`src/inc/lcom_pkg.sv`:
```
// Instance map, field positions and constants of the load command object map
package lcom_pkg;
   localparam int unsigned INST_W = 16;
   localparam int unsigned DATA_W = 32;

   // Service instances
   localparam logic [15:0] INST_STATUS1      = 16'h000E;
   localparam logic [15:0] INST_INPUT_EN     = 16'h0011;
   localparam logic [15:0] INST_MEAS_CURR    = 16'h0101;
   localparam logic [15:0] INST_MEAS_VOLT    = 16'h0102;
   localparam logic [15:0] INST_MEAS_PWR     = 16'h0103;
   localparam logic [15:0] INST_MEAS_RES     = 16'h0104;
   localparam logic [15:0] INST_CURR_TGT_WR  = 16'h0201;
   localparam logic [15:0] INST_CURR_TGT_RD  = 16'h0202;
   localparam logic [15:0] INST_VOLT_TGT_WR  = 16'h0203;
   localparam logic [15:0] INST_VOLT_TGT_RD  = 16'h0204;
   localparam logic [15:0] INST_PWR_TGT_WR   = 16'h0205;
   localparam logic [15:0] INST_PWR_TGT_RD   = 16'h0206;
   localparam logic [15:0] INST_RES_TGT_WR   = 16'h0207;
   localparam logic [15:0] INST_RES_TGT_RD   = 16'h0208;
   localparam logic [15:0] INST_CURR_TRIP_WR = 16'h0301;
   localparam logic [15:0] INST_CURR_TRIP_RD = 16'h0302;
   localparam logic [15:0] INST_HV_TRIP_WR   = 16'h0303;
   localparam logic [15:0] INST_HV_TRIP_RD   = 16'h0304;
   localparam logic [15:0] INST_PWR_TRIP_WR  = 16'h0305;
   localparam logic [15:0] INST_PWR_TRIP_RD  = 16'h0306;
   localparam logic [15:0] INST_LV_TRIP_WR   = 16'h0307;
   localparam logic [15:0] INST_LV_TRIP_RD   = 16'h0308;

   // Second status word bit positions
   localparam int unsigned ST_MISSING_PHASE  = 0;
   localparam int unsigned ST_FUSE_OPEN      = 1;
   localparam int unsigned ST_FAN_STALL      = 2;
   localparam int unsigned ST_PWR_MOD_HOT    = 4;
   localparam int unsigned ST_FILTER_HOT     = 5;
   localparam int unsigned ST_CAP_HOT        = 6;
   localparam int unsigned ST_XFMR_HOT       = 7;
   localparam int unsigned ST_BAD_RATING     = 16;
   localparam int unsigned ST_FW_MISMATCH    = 17;

   // Trip fault vector positions
   localparam int unsigned TRIP_CURR = 0;
   localparam int unsigned TRIP_HV   = 1;
   localparam int unsigned TRIP_PWR  = 2;
   localparam int unsigned TRIP_LV   = 3;
   localparam int unsigned TRIP_N    = 4;

   // Consecutive over-limit samples needed to trip
   localparam logic [2:0]  TRIP_SAMPLES = 3'h4;

   // Reset values
   localparam logic [31:0] FLOAT_ZERO_RST = 32'h0000_0000;
   localparam logic        INPUT_EN_RST   = 1'b0;

   // Measurement selectors
   localparam logic [1:0] MSEL_CURR = 2'h0;
   localparam logic [1:0] MSEL_VOLT = 2'h1;
   localparam logic [1:0] MSEL_PWR  = 2'h2;
   localparam logic [1:0] MSEL_RES  = 2'h3;

   typedef enum logic [0:0] {
      LCOM_IDLE = 1'b0,
      LCOM_MEAS = 1'b1
   } lcom_state_t;
endpackage : lcom_pkg

```
`src/rtl/lcom_core.sv`:
```
// Command-object register bank with live status and trip monitor
`timescale 1ns/100ps
`default_nettype none
module lcom_core
   import lcom_pkg::*;
(
   input  wire logic        i_ref_clk,           // 200 MHz clock
   input  wire logic        i_sys_rst,           // Async reset, high
   // Service port
   input  wire logic        i_svc_valid,         // Request strobe
   input  wire logic        i_svc_set,           // 1 Set, 0 Get
   input  wire logic [15:0] i_svc_inst,          // Instance number
   input  wire logic [31:0] i_svc_wdata,         // Set value
   output logic             o_svc_done,          // Answer strobe
   output logic             o_svc_err,           // Answer is refusal
   output logic [31:0]      o_svc_rdata,         // Get value
   output logic             o_svc_busy,          // Query pending
   // Measurement front end, same clock
   input  wire logic        i_meas_valid,        // New averaged sample
   input  wire logic [31:0] i_meas_current,      // Avg current float
   input  wire logic [31:0] i_meas_voltage,      // Avg terminal volts
   input  wire logic [31:0] i_meas_sense_volt,   // Avg sense volts
   input  wire logic        i_sense_engaged,     // Remote sense in use
   input  wire logic [31:0] i_meas_power,        // Avg power float
   input  wire logic [31:0] i_meas_resistance,   // Avg resistance
   // Fault pins, asynchronous
   input  wire logic        i_missing_phase_flag,      // Phase lost
   input  wire logic        i_input_fuse_open_flag,    // Fuse blown
   input  wire logic        i_fan_stall_flag,          // Fan locked
   input  wire logic        i_power_module_overheat,   // Hot module
   input  wire logic        i_output_filter_overheat,  // Hot filter
   input  wire logic        i_output_capacitor_overheat, // Hot caps
   input  wire logic        i_transformer_overheat,    // Hot xfmr
   input  wire logic        i_bad_rating_flag,         // Bad rating
   input  wire logic        i_firmware_mismatch_flag,  // FW conflict
   // Load control
   output logic             o_input_on,          // Input connected
   output logic             o_term_hiz,          // Terminals high-Z
   output logic [31:0]      o_current_target,    // CC target
   output logic [31:0]      o_voltage_target,    // CV target
   output logic [31:0]      o_power_target,      // CP target
   output logic [31:0]      o_resistance_target, // CR target
   output logic [3:0]       o_trip_fault         // Trip faults
);
   import lcom_pkg::*;

   // IEEE single compare a > b; both zeros compare equal
   // NaN is not expected from the front end; it orders by bit pattern
   function automatic logic fp_gt(input logic [31:0] a,
                                  input logic [31:0] b);
      logic az;
      logic bz;
      az = (a[30:0] == 31'h0000_0000);
      bz = (b[30:0] == 31'h0000_0000);
      if (az && bz) begin
         fp_gt = 1'b0;
      end else if (a[31] != b[31]) begin
         fp_gt = ~a[31];
      end else if (!a[31]) begin
         fp_gt = a[30:0] > b[30:0];
      end else begin
         fp_gt = a[30:0] < b[30:0];
      end
   endfunction : fp_gt

   lcom_state_t state_reg;
   lcom_state_t state_next;

   logic [31:0] curr_tgt_reg;
   logic [31:0] volt_tgt_reg;
   logic [31:0] pwr_tgt_reg;
   logic [31:0] res_tgt_reg;
   logic [31:0] curr_trip_reg;
   logic [31:0] hv_trip_reg;
   logic [31:0] pwr_trip_reg;
   logic [31:0] lv_trip_reg;
   logic        input_en_reg;
   logic        input_en_next;
   logic [3:0]  fault_reg;
   logic [3:0]  fault_next;
   logic [2:0]  trip_cnt_reg [TRIP_N];
   logic [1:0]  msel_reg;
   logic        done_reg;
   logic        err_reg;
   logic [31:0] rdata_reg;
   logic        busy_reg;
   logic        hiz_reg;
   logic [8:0]  pin_meta_reg;
   logic [8:0]  pin_sync_reg;

   // Fault pins pass two flops before any use
   wire [8:0] pin_raw = {i_firmware_mismatch_flag,
                         i_bad_rating_flag,
                         i_transformer_overheat,
                         i_output_capacitor_overheat,
                         i_output_filter_overheat,
                         i_power_module_overheat,
                         i_fan_stall_flag,
                         i_input_fuse_open_flag,
                         i_missing_phase_flag};

   always_ff @(posedge i_ref_clk or posedge i_sys_rst) begin
      if (i_sys_rst) begin
         pin_meta_reg <= 9'h000;
         pin_sync_reg <= 9'h000;
      end else begin
         pin_meta_reg <= pin_raw;
         pin_sync_reg <= pin_meta_reg;
      end
   end

   // Live, unlatched status; other bits tied to zero
   wire [31:0] status_word = {
      14'h0000,
      pin_sync_reg[8],
      pin_sync_reg[7],
      8'h00,
      pin_sync_reg[6:3],
      1'b0,
      pin_sync_reg[2],
      pin_sync_reg[1],
      pin_sync_reg[0]};

   // Request decode
   wire take     = i_svc_valid && (state_reg == LCOM_IDLE);
   wire take_set = take && i_svc_set;
   wire take_get = take && !i_svc_set;
   wire inst_hi  = (i_svc_inst[15:8] == 8'h01);
   wire is_meas  = inst_hi && (i_svc_inst[7:0] >= 8'h01)
                   && (i_svc_inst[7:0] <= 8'h04);
   // Query instances one to four pick selectors zero to three
   wire [1:0] msel_new = 2'(i_svc_inst[1:0] - 2'h1);

   wire wr_en   = take_set && (i_svc_inst == INST_INPUT_EN);
   wire wr_ctgt = take_set && (i_svc_inst == INST_CURR_TGT_WR);
   wire wr_vtgt = take_set && (i_svc_inst == INST_VOLT_TGT_WR);
   wire wr_ptgt = take_set && (i_svc_inst == INST_PWR_TGT_WR);
   wire wr_rtgt = take_set && (i_svc_inst == INST_RES_TGT_WR);
   wire wr_ctrp = take_set && (i_svc_inst == INST_CURR_TRIP_WR);
   wire wr_htrp = take_set && (i_svc_inst == INST_HV_TRIP_WR);
   wire wr_ptrp = take_set && (i_svc_inst == INST_PWR_TRIP_WR);
   wire wr_ltrp = take_set && (i_svc_inst == INST_LV_TRIP_WR);
   wire set_ok  = wr_en | wr_ctgt | wr_vtgt | wr_ptgt | wr_rtgt
                  | wr_ctrp | wr_htrp | wr_ptrp | wr_ltrp;

   // Read-back mux for immediate Gets
   wire rd_st   = (i_svc_inst == INST_STATUS1);
   wire rd_ctgt = (i_svc_inst == INST_CURR_TGT_RD);
   wire rd_vtgt = (i_svc_inst == INST_VOLT_TGT_RD);
   wire rd_ptgt = (i_svc_inst == INST_PWR_TGT_RD);
   wire rd_rtgt = (i_svc_inst == INST_RES_TGT_RD);
   wire rd_ctrp = (i_svc_inst == INST_CURR_TRIP_RD);
   wire rd_htrp = (i_svc_inst == INST_HV_TRIP_RD);
   wire rd_ptrp = (i_svc_inst == INST_PWR_TRIP_RD);
   wire rd_ltrp = (i_svc_inst == INST_LV_TRIP_RD);
   wire get_ok  = rd_st | rd_ctgt | rd_vtgt | rd_ptgt | rd_rtgt
                  | rd_ctrp | rd_htrp | rd_ptrp | rd_ltrp;
   wire [31:0] get_data = rd_st   ? status_word   :
                          rd_ctgt ? curr_tgt_reg  :
                          rd_vtgt ? volt_tgt_reg  :
                          rd_ptgt ? pwr_tgt_reg   :
                          rd_rtgt ? res_tgt_reg   :
                          rd_ctrp ? curr_trip_reg :
                          rd_htrp ? hv_trip_reg   :
                          rd_ptrp ? pwr_trip_reg  :
                          rd_ltrp ? lv_trip_reg   :
                          FLOAT_ZERO_RST;

   // Measured value picked for a pending query
   wire [31:0] volt_view = i_sense_engaged ? i_meas_sense_volt
                                           : i_meas_voltage;
   wire [31:0] meas_data = (msel_reg == MSEL_CURR) ? i_meas_current :
                           (msel_reg == MSEL_VOLT) ? volt_view :
                           (msel_reg == MSEL_PWR)  ? i_meas_power :
                           i_meas_resistance;
   wire meas_done = (state_reg == LCOM_MEAS) && i_meas_valid;

   // Trip monitor: over-limit test per sample
   wire [3:0] over;
   assign over[TRIP_CURR] = fp_gt(i_meas_current, curr_trip_reg);
   assign over[TRIP_HV]   = fp_gt(i_meas_voltage, hv_trip_reg);
   assign over[TRIP_PWR]  = fp_gt(i_meas_power, pwr_trip_reg);
   assign over[TRIP_LV]   = fp_gt(lv_trip_reg, i_meas_voltage);

   // Counting only while connected stops the under-voltage check
   // tripping on a dead, disconnected input
   wire count_on = input_en_reg && i_meas_valid;
   wire [3:0] trip_now;
   // The fourth over-limit sample in a row trips the check
   genvar g;
   for (g = 0; g < TRIP_N; g++) begin : g_trip
      assign trip_now[g] = count_on && over[g]
                           && (trip_cnt_reg[g] == TRIP_SAMPLES - 3'h1);
   end
   wire any_trip = |trip_now;

   // Enable and fault flags: a trip wins over a re-enable
   always_comb begin
      input_en_next = input_en_reg;
      fault_next    = fault_reg | trip_now;
      if (wr_en) begin
         input_en_next = i_svc_wdata[0];
         if (i_svc_wdata[0]) begin
            fault_next = trip_now;
         end
      end
      if (any_trip) begin
         input_en_next = 1'b0;
      end
   end

   always_comb begin
      state_next = state_reg;
      unique case (state_reg)
         LCOM_IDLE: begin
            if (take_get && is_meas) begin
               state_next = LCOM_MEAS;
            end
         end
         LCOM_MEAS: begin
            if (i_meas_valid) begin
               state_next = LCOM_IDLE;
            end
         end
      endcase
   end

   always_ff @(posedge i_ref_clk or posedge i_sys_rst) begin
      if (i_sys_rst) begin
         for (int i = 0; i < TRIP_N; i++) begin
            trip_cnt_reg[i] <= 3'h0;
         end
      end else begin
         for (int i = 0; i < TRIP_N; i++) begin
            if (!input_en_reg || any_trip) begin
               trip_cnt_reg[i] <= 3'h0;
            end else if (i_meas_valid) begin
               trip_cnt_reg[i] <= over[i] ? 3'(trip_cnt_reg[i] + 3'h1)
                                          : 3'h0;
            end
         end
      end
   end

   // One 32-bit register per target and trip value, shared by its Set and Get instances
   always_ff @(posedge i_ref_clk or posedge i_sys_rst) begin
      if (i_sys_rst) begin
         curr_tgt_reg  <= FLOAT_ZERO_RST;
         volt_tgt_reg  <= FLOAT_ZERO_RST;
         pwr_tgt_reg   <= FLOAT_ZERO_RST;
         res_tgt_reg   <= FLOAT_ZERO_RST;
         curr_trip_reg <= FLOAT_ZERO_RST;
         hv_trip_reg   <= FLOAT_ZERO_RST;
         pwr_trip_reg  <= FLOAT_ZERO_RST;
         lv_trip_reg   <= FLOAT_ZERO_RST;
      end else begin
         if (wr_ctgt) begin
            curr_tgt_reg <= i_svc_wdata;
         end
         if (wr_vtgt) begin
            volt_tgt_reg <= i_svc_wdata;
         end
         if (wr_ptgt) begin
            pwr_tgt_reg <= i_svc_wdata;
         end
         if (wr_rtgt) begin
            res_tgt_reg <= i_svc_wdata;
         end
         if (wr_ctrp) begin
            curr_trip_reg <= i_svc_wdata;
         end
         if (wr_htrp) begin
            hv_trip_reg <= i_svc_wdata;
         end
         if (wr_ptrp) begin
            pwr_trip_reg <= i_svc_wdata;
         end
         if (wr_ltrp) begin
            lv_trip_reg <= i_svc_wdata;
         end
      end
   end

   always_ff @(posedge i_ref_clk or posedge i_sys_rst) begin
      if (i_sys_rst) begin
         state_reg    <= LCOM_IDLE;
         input_en_reg <= INPUT_EN_RST;
         hiz_reg      <= 1'b1;
         fault_reg    <= 4'h0;
         msel_reg     <= MSEL_CURR;
         busy_reg     <= 1'b0;
      end else begin
         state_reg    <= state_next;
         input_en_reg <= input_en_next;
         // Terminals float in the same cycle that the input opens
         hiz_reg      <= ~input_en_next;
         fault_reg    <= fault_next;
         busy_reg     <= (state_next == LCOM_MEAS);
         if (take_get && is_meas) begin
            msel_reg <= msel_new;
         end
      end
   end

   // Answer: immediate for Set and register Get, after a sample
   // for a measurement query
   wire reg_get = take_get && !is_meas;

   always_ff @(posedge i_ref_clk or posedge i_sys_rst) begin
      if (i_sys_rst) begin
         done_reg <= 1'b0;
         err_reg  <= 1'b0;
      end else begin
         done_reg <= 1'b0;
         err_reg  <= 1'b0;
         if (meas_done) begin
            done_reg <= 1'b1;
         end else if (take_set) begin
            done_reg <= 1'b1;
            err_reg  <= ~set_ok;
         end else if (reg_get) begin
            done_reg <= 1'b1;
            err_reg  <= ~get_ok;
         end
      end
   end

   // Read data stands until the next Get answer, so a slow host
   // can still collect it after the done pulse
   always_ff @(posedge i_ref_clk or posedge i_sys_rst) begin
      if (i_sys_rst) begin
         rdata_reg <= FLOAT_ZERO_RST;
      end else if (meas_done) begin
         rdata_reg <= meas_data;
      end else if (reg_get) begin
         rdata_reg <= get_data;
      end
   end

   assign o_svc_done          = done_reg;
   assign o_svc_err           = err_reg;
   assign o_svc_rdata         = rdata_reg;
   assign o_svc_busy          = busy_reg;
   assign o_input_on          = input_en_reg;
   assign o_term_hiz          = hiz_reg;
   assign o_current_target    = curr_tgt_reg;
   assign o_voltage_target    = volt_tgt_reg;
   assign o_power_target      = pwr_tgt_reg;
   assign o_resistance_target = res_tgt_reg;
   assign o_trip_fault        = fault_reg;
endmodule : lcom_core
`default_nettype wire

```
`config.mk`:
```
export PLATFORM = sky130hd
export DESIGN_NAME = lcom_core
export DESIGN_NICKNAME = d
export VERILOG_FILES = /design/src/inc/lcom_pkg.sv /design/src/rtl/lcom_core.sv
export SDC_FILE = /design/constraint.sdc
export NUM_CORES = 1
export LEC_CHECK = 0
export BUFFER_PORTS_ARGS = -buffer_cell sky130_fd_sc_hd__buf_2
export CAP_MARGIN = 25
export CORE_ASPECT_RATIO = 0.6
export CORE_UTILIZATION = 50
export CTS_CLUSTER_DIAMETER = 50
export CTS_CLUSTER_SIZE = 30
export DETAILED_ROUTE_END_ITERATION = 8
export GPL_ROUTABILITY_DRIVEN = 0
export PLACE_DENSITY = 0.77
export SETUP_SLACK_MARGIN = 0.5
export SYNTH_ARGS = -nofsm -noshare
export SYNTH_HDL_FRONTEND = slang
export SYNTH_SLANG_ARGS = --single-unit
```
`constraint.sdc`:
```
create_clock -name i_ref_clk -period 9.86 [get_ports i_ref_clk]
set_clock_uncertainty 0.2 [all_clocks]
set_input_delay 0.493 -clock i_ref_clk [delete_from_list [all_inputs] [get_ports i_ref_clk]]
set_output_delay 0.493 -clock i_ref_clk [all_outputs]
set_load 0.05 [all_outputs]
```
Yosys cells after proc, flatten, opt, wreduce, memory -nomap -nowiden

Cells that the tools add are included.

Logic and storage cells: 188
Input bits: 223
Register bits: 329

$lt $le $gt $ge: 10
Add/subtract/negate cells: 5
Mux-type cells: 52
Bitwise gates (word level): 25
Equality and inequality tests: 29
Reduce and logical (&&, ||, !) cells: 45

Operator list:

| operator                                                                            | count |
|---|---|
| 32-bit 2-to-1 mux                                                                   | 15 |
| 16-bit by 10-bit == test with 1-bit output, second input constant                   | 16 |
| 31-bit zero test                                                                    | 7 |
| 31-bit greater-than comparator                                                      | 4 |
| 31-bit < comparator                                                                 | 4 |
| 3-bit 2-to-1 mux                                                                    | 12 |
| 1-bit logical AND                                                                   | 30 |
| 1-bit 2-to-1 mux                                                                    | 22 |
| 16-bit by 4-bit == test with 1-bit output, second input constant                    | 1 |
| 16-bit by 5-bit == test with 1-bit output, second input constant                    | 1 |
| 1-bit OR                                                                            | 16 |
| 3-bit by 1-bit adder with 3-bit output, second input constant                       | 4 |
| 3-bit by 2-bit == test with 1-bit output, second input constant                     | 4 |
| 8-bit by 1-bit == test with 1-bit output, second input constant                     | 1 |
| 8-bit by 1-bit greater-or-equal comparator with 1-bit output, second input constant | 1 |
| 8-bit by 3-bit <= comparator with 1-bit output, second input constant               | 1 |
| 4-bit 2-to-1 mux                                                                    | 2 |
| 1-bit inverter                                                                      | 8 |
| 1-bit inequality test                                                               | 4 |
| 4-bit OR                                                                            | 1 |
| 2-bit nonzero test                                                                  | 2 |
| 4-bit OR reduction                                                                  | 1 |
| 1-bit zero test                                                                     | 3 |
| 2-bit by 1-bit == test with 1-bit output, second input constant                     | 1 |
| 5 further kinds                                                                     | 5 |

Depth between registers and ports, before layout

Depth after elaboration: 15
Mapped depth: 11
Mapped depth without buffers: 10

Least setup slack after synthesis

OpenSTA, ideal clock, no wires.

Path type: in2reg
Start: input i_meas_voltage[26]
End: register trip_cnt_reg[3] (netlist bit)
Buffers on the path: 0
Setup time: 108 ps
Slack: 6,729 ps
Stages: 9
Data arrival time: 2,823 ps
Path through: ha_1 > and4_1 > a2111oi_2 > o31ai_1 > a31o_1 > a31oi_4 > mux2i_1 > or4_4 > a2111oi_4

Word-level cells in the longest chain between the ends: 9
Elaborated cells between the ends (all ways): 21

RTL lines:

| element                                                                      | RTL line                         | RTL |
|---|---|---|
| from (decl)                                                                  | lcom_core.sv:21                  | `input wire logic [31:0] i_meas_voltage,` |
| 31-bit greater-than comparator / 31-bit < comparator (equally long branches) | lcom_core.sv:60, lcom_core.sv:62 |  |
| 1-bit 2-to-1 mux                                                             | lcom_core.sv:59                  | `end else if (!a[31]) begin` |
| 1-bit 2-to-1 mux                                                             | lcom_core.sv:57                  | `end else if (a[31] != b[31]) begin` |
| 1-bit 2-to-1 mux                                                             | lcom_core.sv:55                  | `if (az && bz) begin` |
| 1-bit logical AND                                                            | lcom_core.sv:192                 | `assign trip_now[g] = count_on && over[g]` |
| 1-bit logical AND                                                            | lcom_core.sv:193                 | `&& (trip_cnt_reg[g] == TRIP_SAMPLES - 3'h1);` |
| 4-bit OR reduction (*)                                                       | lcom_core.sv:195                 | `wire any_trip = \|trip_now;` |
| 1-bit logical OR (*)                                                         | lcom_core.sv:235                 | `if (!input_en_reg \|\| any_trip) begin` |
| 3-bit 2-to-1 mux / 2-bit nonzero test (equally long branches)                | --                               |  |
| to (signal, indexed assignment)                                              | lcom_core.sv:238                 | `trip_cnt_reg[i] <= over[i] ? 3'(trip_cnt_reg[i] + 3'h1)` |
| to (decl)                                                                    | lcom_core.sv:81                  | `logic [2:0] trip_cnt_reg [TRIP_N];` |

Every way passes the cells marked *; elsewhere a longest branch is shown, timed or not.
A chain may end at the register's enable or synchronous reset.

Worst setup path after layout

Start: input i_svc_inst[13]
End: register rdata_reg[7], in the netlist o_svc_rdata[7]

Word-level cells in the longest chain between the ends: 12
Elaborated cells between the ends (all ways): 26

RTL lines:

| element                                    | RTL line         | RTL |
|---|---|---|
| from (decl)                                | lcom_core.sv:12  | `input wire logic [15:0] i_svc_inst,` |
| 16-bit by 10-bit == test with 1-bit output | lcom_core.sv:155 | `wire rd_ltrp = (i_svc_inst == INST_LV_TRIP_RD);` |
| 32-bit 2-to-1 mux                          | lcom_core.sv:166 | `rd_ltrp ? lv_trip_reg :` |
| 32-bit 2-to-1 mux                          | lcom_core.sv:165 | `rd_ptrp ? pwr_trip_reg :` |
| 32-bit 2-to-1 mux                          | lcom_core.sv:164 | `rd_htrp ? hv_trip_reg :` |
| 32-bit 2-to-1 mux                          | lcom_core.sv:163 | `rd_ctrp ? curr_trip_reg :` |
| 32-bit 2-to-1 mux                          | lcom_core.sv:162 | `rd_rtgt ? res_tgt_reg :` |
| 32-bit 2-to-1 mux                          | lcom_core.sv:161 | `rd_ptgt ? pwr_tgt_reg :` |
| 32-bit 2-to-1 mux                          | lcom_core.sv:160 | `rd_vtgt ? volt_tgt_reg :` |
| 32-bit 2-to-1 mux                          | lcom_core.sv:159 | `rd_ctgt ? curr_tgt_reg :` |
| 32-bit 2-to-1 mux                          | lcom_core.sv:158 | `wire [31:0] get_data = rd_st ? status_word :` |
| 32-bit 2-to-1 mux                          | lcom_core.sv:335 | `end else if (reg_get) begin` |
| 32-bit 2-to-1 mux                          | lcom_core.sv:333 | `end else if (meas_done) begin` |
| to (signal assigned)                       | lcom_core.sv:334 | `rdata_reg <= meas_data;` |
| to (signal assigned)                       | lcom_core.sv:336 | `rdata_reg <= get_data;` |
| to (decl)                                  | lcom_core.sv:85  | `logic [31:0] rdata_reg;` |

Several ways; a longest one is shown, not always the timed one. The select of a mux whose other input is x is not followed.

==> summary.txt <==
Critical path
  – Crit-path leading delay family: simple AND/OR/NAND/NOR gates
  – Crit path launch type: input pin
  – Critical-path top delay cell: nor2b_4
  – Worst path max stage delay: 1.13 ns
  – Worst-path maximum fanout: 33
  – CP Data Arrival Time: 4.40 ns
  – Setup CP Type: in -> reg
  – Critical path, cell by cell: buf_2 > nor4_2 > nand4_1 > nor2b_4 > a221oi_1 > o21ai_0 > o311ai_0 > a32oi_1 > a21o_1
  – Crit. End Element: flop
  – Req. time, crit path: 10.19 ns
  – Bufs and invs on worst path: 1

Global routing
  – Largest net degree at the start of global routing: 190
  – Vias in the first global route: 17800
  – First-pass GRT wire length: 112000 um
  – Initial antenna violation count: 12
  – Total grt overflow: 0
  – GRT Total Usage: 38.9%

Timing
  – Pins Over Slew Limit: 0
  – Tmin final: 4.06 ns
  – RSZ-0062 raised after global routing: false
  – Final TNS setup: 0 ns
  – Period utilisation layout: 41.2%
  – Slew margin rel.: 23.1%
  – Final hold violations: 1
  – Peak Freq: 0.246 GHz
  – Worst-Margin Slew: 1.14 ns
  – WHS: -0.00634 ns
  – Final setup violation count: 0

Finish
  – Post-Layout Cell Count: 2819
  – Synth-to-Final Area Change: 20.5%
  – Share of layout cells above drive strength 1: 29.1%
  – Final nets: 2643
  – Sequential cell area: 8230 um^2
  – Filler Cell Count: 3051
  – Multi-input logic area: 9780 um^2

Status
  – Status: complete, but fails checks
  – Failing checks: hold timing

CTS
  – Clk pin slew, worst setup/hold paths: 0.08 ns
  – Clock Sink Count: 329
  – Post-CTS sizing: 0
  – Num CTS Buffers: 31
  – CTS tree: yes
  – Clk buf depth: 3
  – Root Driver: clkbuf_16
  – CTS HTree Levels: 1
  – Worst-Skew Late Latency: 0.59 ns

Flow run
  – Max-Cap Viols: 0

Synthesis
  – Unique cell type count in the Yosys netlist: 63
  – Register area share after synthesis: 43.7%
  – Post-Syn Instances: 1913
  – Post-synth ARST share: 100%
  – Mean area per synthesized cell: 9.86 um^2
  – Post-Syn Nets: 2273
  – Number of flops mapped to enable cells by yosys: 0
  – Seq cells post-synth: 329
  – Post-Syn Area: 18900 um^2
  – Synth warn: 0
  – Main flop type after synthesis: dfrtp_1

Pwr
  – Sw power: 0.794 mW
  – Clock power share: 45.0%
  – Peak VDD IR: 0.130 mV
  – Int Power: 2.11 mW
  – Sw Share: 27.3%
  – Combinational Power Share: 8.3%
  – PwrDens: 128 nW/um^2
  – Sequential power share: 46.7%
  – Pleak: 11.6 nW

Floorplanning
  – Die Ht: 152 um
  – Num ports: 392
  – Core ar.: 36800 um^2
  – # rows: 54
  – Initial core utilization: 51.3%
  – Die area: 38500 um^2
  – Die Width: 253 um

Detailed routing
  – WL final: 75900 um
  – Total number of vias: 18800
  – Via-to-Cell Ratio: 6.66
  – Routed Antenna Nets: 0
  – Initial drt markers: 3039
  – # DRC: 0
  – Average wire per standard cell: 26.9 um
  – Detailed Routing Iterations Pass 1: 8

Worst hold path
  – HP Class: in -> async

Place
  – Port buffer count: 391
  – Placed insts: 2735
  – Post-DP HPWL: 56700 um
==> cells in the final DEF, fill, tap and decap left out, drive strengths merged, types with 16 or more instances in the layout <==
cell type / count
a31oi: 25
nand3: 34
a222oi: 28
nor4: 62
nand2: 284
a221o: 27
a21oi: 66
mux4: 32
nand4: 43
o21ai: 201
nor3: 24
a21o: 18
inv: 156
dfrtp: 328
nor2: 76
clkbuf: 34
ha: 137
mux2: 132
buf: 417
dlygate4sd3: 16
a22oi: 30
==> metrics by stage <==
stage	hold slack [ns]	power (mW)	utilization, %	setup WS, ns	cell area [um^2]
CTS	0.00141	2.90	61.6	5.33	22700
detailed placement	0.136	1.61	58.2	5.05	21400
floorplan	0.131	1.48	-	4.78	18900
global route	0.0204	2.98	61.8	5.72	22700
global placement	0.136	1.60	58.0	5.44	21300
finish	-0.00634	2.91	61.8	5.80	22700
==> synthesized netlist by cell type, types with 5 or more instances <==
cell type  instances  area [um^2]
a221oi_1          11         96.3
a21o_1            18          135
a221o_1           27          270
nand2_1          284         1070
inv_1            146          548
a31oi_1           24          150
o21a_1             6         45.0
nand4_1           43          269
a22o_1             5         43.8
nor3_1            17         85.1
o21ai_0          200         1000
and3_1             5         31.3
a222oi_1          28          280
dfrtp_1          328         8210
a22oi_1           30          225
mux2i_1            6         60.1
buf_2             10         50.1
nor4_1            60          375
nor2_1            76          285
a211oi_1           7         52.6
mux2_2           132         1490
nand3_1           34          170
o221ai_1           5         43.8
nor2b_1            8         50.1
mux4_2            32          721
nand3b_1           5         37.5
clkbuf_1          79          297
a21oi_1           66          330
o211ai_1          10         75.1
a41oi_1            5         43.8
nand2b_1           7         43.8
buf_1              6         22.5
nor3_2             7         70.1
ha_1             137         1710
==> repair_timing <==
| item | 4_1_cts | 5_1_grt |
|---|---|---|
| endpoints found under the hold margin | 16 | 0 |
| setup endpoints to repair | 0 | 0 |
| hold buffers | 16 | 0 |
| setup buffers | 0 | 0 |
==> worst min-delay path, stage by stage <==
cell        delay (ns)
buf_2             0.11
clkinvlp_4        0.07
buf_12            0.68
==> cell families (layout without fill, tap and decap cells) <==
family / count (synthesis) / count (layout) / synth area share (%)
AO/OA/AOI/OAI: 467 / 467 / 16.2
AND/OR/NAND/NOR: 566 / 566 / 14.1
other: 0 / 9 / 0
buffers and inverters: 244 / 637 / 4.96
flip-flops: 329 / 329 / 43.7
adder cells (fa/ha/maj): 137 / 137 / 9.09
multiplexers: 170 / 170 / 12.0
==> layout make-up <==
cell class | instances | area share [%]
flip-flops and latches | 329 | 36.2
diodes | 9 | 0.0991
repair buffers | 433 | 10.5
inverters | 148 | 2.46
multi-input cells | 1340 | 43.0
clock inverters | 22 | 1.33
clock buffers | 34 | 3.55
well taps | 504 | 2.77
==> metal layers <==
metal	share of wire (%)	wire length, um	global-route usage [%]	vias up
li1	-	-	-	7810
met4	4.7	3600	14.9	6
met5	0.061	46	0	-
met3	16	12400	14.1	281
met1	37	28400	53.6	9105
met2	41	31500	55.9	1586
==> final timing paths <==
check | start | end | slack [ns] | cells after the start
max | i_svc_inst[13] | o_svc_rdata[7]$_DFFE_PP0P_ | 5.80 | 9
min | i_sys_rst | o_current_target[15]$_DFFE_PP0P_ | -0.006 | 3
max reg2reg | curr_trip_reg[14]$_DFFE_PP0P_ | trip_cnt_reg[3]$_DFFE_PP0P_ | 5.96 | 10
min reg2reg | pin_meta_reg[6]$_DFF_PP0_ | pin_sync_reg[6]$_DFF_PP0_ | 0.15 | 0
max in group asynchronous | i_sys_rst | o_current_target[2]$_DFFE_PP0P_ | 7.93 | 4
min in group i_ref_clk | i_svc_wdata[2] | o_power_target[2]$_DFFE_PP0P_ | 0.02 | 3
==> power groups by stage <==
stage          Combinational, mW  Sequential, mW  Clock (mW)
6_report                   0.241            1.36        1.31
5_1_grt                    0.254            1.36        1.37
4_1_cts                    0.229            1.36        1.31
3_5_place_dp               0.223            1.38           0
3_3_place_gp               0.218            1.38           0
2_1_floorplan             0.0858            1.39           0
Power figures use the tool's default switching activity.
